`config.mk`:
```
export PLATFORM = sky130hd
export DESIGN_NAME = ped_page_entry_decode
export DESIGN_NICKNAME = d
export VERILOG_FILES = /design/src/verilog/ped_pkg.sv /design/src/verilog/ped_page_entry_decode.sv
export VERILOG_INCLUDE_DIRS = /design/src /design/src/verilog
export SDC_FILE = /design/constraint.sdc
export NUM_CORES = 1
export LEC_CHECK = 0
export BUFFER_PORTS_ARGS = -buffer_cell sky130_fd_sc_hd__buf_4
export CAP_MARGIN = 20
export CORE_AREA = 2 2 106 108
export DETAILED_ROUTE_END_ITERATION = 12
export DIE_AREA = 0 0 108 110
export PLACE_DENSITY_LB_ADDON = 0.3
export SYNTH_ARGS = -nofsm -noshare
export SYNTH_HDL_FRONTEND = slang
export SYNTH_SLANG_ARGS = --single-unit
```
`constraint.sdc`:
```
create_clock -name clk_in -period 1.4 [get_ports clk_in]
set_clock_uncertainty 0.15 [all_clocks]
set_input_delay 0.14 -clock clk_in [delete_from_list [all_inputs] [get_ports clk_in]]
set_output_delay 0.14 -clock clk_in [all_outputs]
set_load 0.01 [all_outputs]
```
`src/verilog/ped_params.svh`:
```
/*
  constants for the page entry permission decoder: entry field
  positions, widths and reset values.
  assumes it is included by bare name from the package and the decoder.
*/
// Notes on behaviour
// - no-exec enable plus bit 63 denies execute
// - bits haw-1 down to 12 give frame
// - nested enable marks frame as guest physical
// - bit 10 extended-accessed only when enabled
// - bit 8 marks global when global enabled
// - coherent requesters take memory type from 7,4,3
// - set bit 6 after granted write
// - set bit 5 when entry used
// - bit 2 clear refuses user requests
// - bit 1 clear denies user, protected supervisor writes
// - bit 0 must be set to map
// - second-level execute ignored unless supported and enabled
// - second-level memory type ignored unless supported, enabled
// - report large page support in capability field
`ifndef PED_PARAMS_SVH
`define PED_PARAMS_SVH
`define PED_ENTRY_W     64
`define PED_HAW         48
`define PED_FRAME_LSB   12
`define PED_FRAME_W     (`PED_HAW - `PED_FRAME_LSB)
`define PED_RSVD_MSB    51
`define PED_BIT_XD      63
`define PED_BIT_EXTACC  10
`define PED_BIT_GLOBAL  8
`define PED_BIT_ATTR    7
`define PED_BIT_DIRTY   6
`define PED_BIT_ACC     5
`define PED_BIT_PCD     4
`define PED_BIT_PWT     3
`define PED_BIT_US      2
`define PED_BIT_RW      1
`define PED_BIT_P       0
`define PED_SL_IGNORE_ATTR_BIT     6
`define PED_SL_EMT_MSB  5
`define PED_SL_EMT_LSB  3
`define PED_SL_X        2
`define PED_SL_PS       7
`define PED_LP_SUPPORT  2'h3
`define PED_ENTRY_RST   64'h0000_0000_0000_0000
`endif

```
`src/verilog/ped_pkg.sv`:
```
/*
  types for the page entry permission decoder.
  assumes ped_params.svh sits on the include path.
*/
`include "ped_params.svh"
package ped_pkg;
  // whole registered state of the decoder
  typedef struct packed {
    logic                      resp_valid;
    logic                      present_ok;
    logic                      malformed;
    logic                      granted;
    logic [`PED_FRAME_W-1:0]   frame_addr;
    logic                      frame_is_gpa;
    logic                      exec_allowed;
    logic                      write_allowed;
    logic                      user_allowed;
    logic                      global_page;
    logic [2:0]                attr_idx;
    logic                      attr_valid;
    logic [`PED_ENTRY_W-1:0]   updated_entry;
    logic                      entry_update;
    logic                      sl_exec_allowed;
    logic [2:0]                sl_emt;
    logic                      sl_ignore_attr;
    logic                      sl_emt_valid;
    logic                      sl_large_page;
    logic [1:0]                lp_support;
  } ped_state_t;
endpackage : ped_pkg

```
`src/verilog/ped_page_entry_decode.sv`:
```
/*
  decodes a first-level 4-kbyte leaf entry and a second-level entry
  for one translation request, answering one cycle later.
  assumes all inputs come from logic on clk_in; the walker writes back
  updated_entry_out when entry_update_out is high.
*/
`timescale 1ns/1ps
`include "ped_params.svh"
module ped_page_entry_decode (
  // clock, reset, enable
  input  wire logic                      clk_in,
  input  wire logic                      rst_n_in,
  input  wire logic                      clk_en_in,
  // request and first-level leaf entry
  input  wire logic                      req_valid_in,
  input  wire logic [`PED_ENTRY_W-1:0]   entry_in,
  input  wire logic                      user_req_in,
  input  wire logic                      write_req_in,
  input  wire logic                      exec_req_in,
  input  wire logic                      coherent_req_in,
  // governing context controls
  input  wire logic                      no_exec_enable_in,
  input  wire logic                      nested_translate_enable_in,
  input  wire logic                      ext_accessed_flag_enable_in,
  input  wire logic                      global_page_enable_in,
  input  wire logic                      write_protect_enable_in,
  // second-level entry and controls
  input  wire logic [`PED_ENTRY_W-1:0]   sl_entry_in,
  input  wire logic                      sl_dir_level_in,
  input  wire logic                      exec_request_support_in,
  input  wire logic                      second_level_exec_enable_in,
  input  wire logic                      mem_type_support_in,
  input  wire logic                      mem_type_enable_in,
  // first-level results
  output logic                           resp_valid_out,
  output logic                           present_ok_out,
  output logic                           malformed_out,
  output logic                           granted_out,
  output logic [`PED_FRAME_W-1:0]        frame_addr_out,
  output logic                           frame_is_gpa_out,
  output logic                           exec_allowed_out,
  output logic                           write_allowed_out,
  output logic                           user_allowed_out,
  output logic                           global_out,
  output logic [2:0]                     attr_idx_out,
  output logic                           attr_valid_out,
  output logic [`PED_ENTRY_W-1:0]        updated_entry_out,
  output logic                           entry_update_out,
  // second-level results
  output logic                           sl_exec_allowed_out,
  output logic [2:0]                     sl_emt_out,
  output logic                           sl_ignore_attr_out,
  output logic                           sl_emt_valid_out,
  output logic                           sl_large_page_out,
  // capability
  output logic [1:0]                     large_page_support_out
);

  ped_pkg::ped_state_t state_reg;   // registered state
  ped_pkg::ped_state_t state_next;  // next state

  // decode helpers
  logic rsvd_nz;     // reserved bits nonzero
  logic present;     // entry maps a page
  logic exec_ok;     // execute permitted
  logic write_ok;    // write permitted
  logic user_ok;     // privilege permitted
  logic grant;       // request fully translated

  // permission and shape decode
  always_comb begin
    rsvd_nz  = |entry_in[`PED_RSVD_MSB:`PED_HAW];
    present  = entry_in[`PED_BIT_P];
    exec_ok  = !(no_exec_enable_in
                 && entry_in[`PED_BIT_XD]);
    write_ok = entry_in[`PED_BIT_RW]
               || (!user_req_in
                   && !write_protect_enable_in);
    user_ok  = !user_req_in || entry_in[`PED_BIT_US];
    grant    = present && !rsvd_nz && user_ok
               && (!write_req_in || write_ok)
               && (!exec_req_in || exec_ok);
  end

  // next-state fill
  always_comb begin
    state_next = state_reg;
    state_next.resp_valid   = 1'b0;
    state_next.entry_update = 1'b0;
    state_next.lp_support   = `PED_LP_SUPPORT;
    // take a request
    if (req_valid_in) begin
      state_next.resp_valid    = 1'b1;
      state_next.present_ok    = present;
      state_next.malformed     = rsvd_nz;
      state_next.granted       = grant;
      state_next.frame_addr    =
        entry_in[`PED_HAW-1:`PED_FRAME_LSB];
      state_next.frame_is_gpa  = nested_translate_enable_in;
      state_next.exec_allowed  = present && exec_ok;
      state_next.write_allowed = present && write_ok;
      state_next.user_allowed  = present && user_ok;
      state_next.global_page   = global_page_enable_in
                                 && entry_in[`PED_BIT_GLOBAL];
      // memory type index for coherent requesters only
      state_next.attr_valid    = coherent_req_in;
      state_next.attr_idx      = coherent_req_in
        ? {entry_in[`PED_BIT_ATTR], entry_in[`PED_BIT_PCD],
           entry_in[`PED_BIT_PWT]}
        : 3'h0;
      // flag write-back on a granted translation
      state_next.updated_entry = entry_in;
      if (grant) begin
        state_next.updated_entry[`PED_BIT_ACC] = 1'b1;
        if (ext_accessed_flag_enable_in) begin
          state_next.updated_entry[`PED_BIT_EXTACC] = 1'b1;
        end
        if (write_req_in) begin
          state_next.updated_entry[`PED_BIT_DIRTY] = 1'b1;
        end
      end
      state_next.entry_update =
        grant && (state_next.updated_entry != entry_in);
      // second-level execute field
      state_next.sl_exec_allowed =
        !(exec_request_support_in && second_level_exec_enable_in)
        || sl_entry_in[`PED_SL_X];
      // second-level memory type fields
      state_next.sl_emt_valid = mem_type_support_in
                                && mem_type_enable_in;
      state_next.sl_emt = state_next.sl_emt_valid
        ? sl_entry_in[`PED_SL_EMT_MSB:`PED_SL_EMT_LSB]
        : 3'h0;
      state_next.sl_ignore_attr = state_next.sl_emt_valid
                                  && sl_entry_in[`PED_SL_IGNORE_ATTR_BIT];
      // directory level: bit 7 picks large frame
      state_next.sl_large_page = sl_dir_level_in
                                 && sl_entry_in[`PED_SL_PS];
    end
  end

  // state register, cleared by reset even with enable low, otherwise frozen while enable is low
  always_ff @(posedge clk_in) begin
    if (!rst_n_in) begin
      state_reg <= '0;
    end else if (clk_en_in) begin
      state_reg <= state_next;
    end
  end

  // outputs straight from the state register
  assign resp_valid_out         = state_reg.resp_valid;
  assign present_ok_out         = state_reg.present_ok;
  assign malformed_out          = state_reg.malformed;
  assign granted_out            = state_reg.granted;
  assign frame_addr_out         = state_reg.frame_addr;
  assign frame_is_gpa_out       = state_reg.frame_is_gpa;
  assign exec_allowed_out       = state_reg.exec_allowed;
  assign write_allowed_out      = state_reg.write_allowed;
  assign user_allowed_out       = state_reg.user_allowed;
  assign global_out             = state_reg.global_page;
  assign attr_idx_out           = state_reg.attr_idx;
  assign attr_valid_out         = state_reg.attr_valid;
  assign updated_entry_out      = state_reg.updated_entry;
  assign entry_update_out       = state_reg.entry_update;
  assign sl_exec_allowed_out    = state_reg.sl_exec_allowed;
  assign sl_emt_out             = state_reg.sl_emt;
  assign sl_ignore_attr_out     = state_reg.sl_ignore_attr;
  assign sl_emt_valid_out       = state_reg.sl_emt_valid;
  assign sl_large_page_out      = state_reg.sl_large_page;
  assign large_page_support_out = state_reg.lp_support;
endmodule : ped_page_entry_decode

```
==> impl_metrics.csv <==
group,metric,value,unit
run_status,status,"complete, no violations",
hold_path,hp-start,"no_exec_enable_in",
hold_path,min_path_cells,4,
clock_network,clockBufferDepth,2,
detailed_routing,first_iter_violations,123,
detailed_routing,drt-vias-per-instance,4.47,
synthesis,synth_flop_cell,"dfxtp_1",
synthesis,synth_async_sr_flop_share,0,
synthesis,ys_types,27,
setup_path,crit_fanout,5,
grt,antenna_found_initial,0,
final_layout,num-nets-final,804,
final_layout,syn2layout_area_growth,71.5,%
synthesis,synth.avg_cell_area,8.53,um^2
clock_network,numClockSinks,85,
timing,relSlewSlack,0.835,
floorplan,coreArea,10700,um^2
setup_path,critPathLaunchType,"input port",
setup_path,crit_arrival,1.47,ns
setup_path,r2r_start,"entry_update_out$_SDFFE_PN0P_",
grt,top_usage_layer,"met2",
grt,grt.met2_usage,0.315,
grt,grt_first_pass_wirelength,16.3,mm
final_layout,fin_util,0.559,
detailed_routing,vias,3589,
power_and_ir_drop,powerDensity,869,nW/um^2
setup_path,end_kind,"flip-flop",
job,cap_violations,0,
synthesis,synth-edff-count,0,
floorplan,row_count,38,
place,dpl.hpwl,7.07,mm
synthesis,synth_seq_cells,85,
grt,grt_use_met3,0.0482,
clock_network,cts_inserted_buffers,9,
setup_path,rr_worst_depth,4,
clock_network,cts.clk_slew.worst_paths,0.08,ns
clock_network,cts_tree,"done",
synthesis,ys_warn_count,0,
setup_path,crit_type,"input port to flip-flop",
grt,groute.usage.overall,0.176,
synthesis,ys_seq_area_frac,0.488,
detailed_routing,first_pass_iters,4,
timing,setup_viol,0,
setup_path,rr_endpoint,"entry_update_out$_SDFFE_PN0P_",
floorplan,die_width,108,um
setup_path,r2r_setup_slack,0.46,ns
timing,min_period,1.33,ns
timing,tns,0,ns
clock_network,cts_setup_buffers,0,
final_layout,num_antenna_cells,0,
timing,fmax,0.749,GHz
floorplan,ios,269,
place,routabilityCongestion,0.701,
final_layout,drive_gt1_frac,0.363,
grt,grt_pass1_vias,3395,
clock_network,clock_latency,0.35,ns
hold_path,worstHoldPathType,"input port to flip-flop",
clock_network,root_buffer,"clkbuf_8",
detailed_routing,wire_per_inst,13.7,um
synthesis,synth_nets,555,
hold_path,min_to,"exec_allowed_out$_SDFFE_PN0P_",
setup_path,cp_data_required_time,1.53,ns
clock_network,ctsHtreeMaxLevel,3,
grt,grt-ovfl-total,0,
grt,use_met1,0.198,
power_and_ir_drop,p_leak,0.00267,uW
timing,hold_viol_final,0,
detailed_routing,ant_nets,0,
timing,drv_slew,0,
power_and_ir_drop,ir_drop,0.668,mV
final_layout,final_cell_mix,"216 x buf_4, 136 x nand2_1, 85 x dfxtp_1, 80 x dlygate4sd3_1, 68 x a21boi_0",
floorplan,start_util,0.326,
timing,grt_setup_unrepaired,"no",
final_layout,layout_commonest_cell,"buf_4",
detailed_routing,drc,0,
timing,tightest_slew,0.247,ns
floorplan,die_height,110,um
timing,period_share,0.953,
synthesis,syn_inst,409,
place,port_buffers,210,
floorplan,fp.dieArea,11900,um^2
grt,grt_max_degree,64,
synthesis,syn-cell-area,3490,um^2
detailed_routing,wirelength,11.0,mm
[how the worst max path moves through the flow]
stage                     slack [ns]  cells past startpoint    startpoint                                 end
after floorplan                 0.30                      4   entry_in[1]  updated_entry_out[10]$_SDFFE_PN0P_
after global placement          0.06                      5  entry_in[48]       entry_update_out$_SDFFE_PN0P_
after detailed placement        0.04                      5  entry_in[48]       entry_update_out$_SDFFE_PN0P_
after CTS                       0.01                      6     clk_en_in             global_out$_SDFFE_PN0P_
after global routing           0.009                      6     clk_en_in  updated_entry_out[51]$_SDFFE_PN0P_
final                           0.07                      6  entry_in[63]   updated_entry_out[6]$_SDFFE_PN0P_
[worst max-delay path: stages]
cell           delay (ns)
dlygate4sd3_1        0.54
buf_4                0.14
nand3_1              0.12
o2111a_2             0.28
a31oi_1              0.10
a21oi_1              0.15
[state kept, by name, indices dropped and copies added, names as in the netlist, 3 cells and up]
signal / count
frame_addr_out: 35
updated_entry_out: 29
attr_idx_out: 3
sl_emt_out: 3
[what timing repair did]
item	CTS	global route
hold buffers	81	1
endpoints found under the setup margin	0	6
gates resized for setup	0	4
hold endpoints to repair	84	1
[synthesized netlist by cell type, types with 2 or more instances]
cell type | number | area [um^2]
a21oi_1 | 7 | 35.0
a31oi_1 | 2 | 12.5
buf_2 | 9 | 45.0
buf_4 | 41 | 308
a22oi_1 | 6 | 45.0
nand2_1 | 137 | 514
dfxtp_1 | 85 | 1700
nand2b_1 | 3 | 18.8
clkbuf_1 | 14 | 52.6
a21boi_1 | 2 | 15.0
nor2b_1 | 6 | 37.5
nand3_1 | 9 | 45.0
o21ai_0 | 4 | 20.0
a21boi_0 | 70 | 526
inv_1 | 2 | 7.51
[per-stage QoR]
stage / std cells / instance area [um^2] / hold WS (ns) / setup WS, ns / total power (uW)
5_1_grt: 803 / 5980 / 0.0380 / 0.00870 / 5480
2_1_floorplan: 409 / 3490 / 0.100 / 0.302 / 3020
4_1_cts: 802 / 5950 / 0.00436 / 0.0140 / 5240
3_5_place_dp: 705 / 4960 / 0.232 / 0.0403 / 3480
3_3_place_gp: 705 / 4960 / 0.230 / 0.0600 / 3470
6_report: 803 / 5980 / 0.0170 / 0.0652 / 5190
[layer usage]
metal	up-vias	wire (um)	part of all wire
li1	1797	-	-
met1	1650	4460	0.40
met2	127	5590	0.51
met3	15	756	0.069
met4	0	214	0.019
met5	-	0	0
[kinds of logic after synthesis]
family | synth area share
DFF | 0.488
and+or+nand+nor | 0.193
buffers and inverters | 0.118
AOI/OAI and AO/OA | 0.200
[layout make-up]
cell class,instances,area (um^2)
Fill cell,936,4720
Timing Repair Buffer,302,2540
Sequential cell,85,1700
Multi-Input combinational cell,258,1380
Tap cell,140,175
Clock buffer,11,141
Clock inverter,5,36.3
Inverter,2,7.51
[power by group]
group          switching, uW  internal, uW  leakage [uW]
Combinational            413           613       0.00189
Clock                    882           693     0.0000815
Sequential              70.2          2520      0.000695
Note: power is estimated with default switching activity, not from simulation.
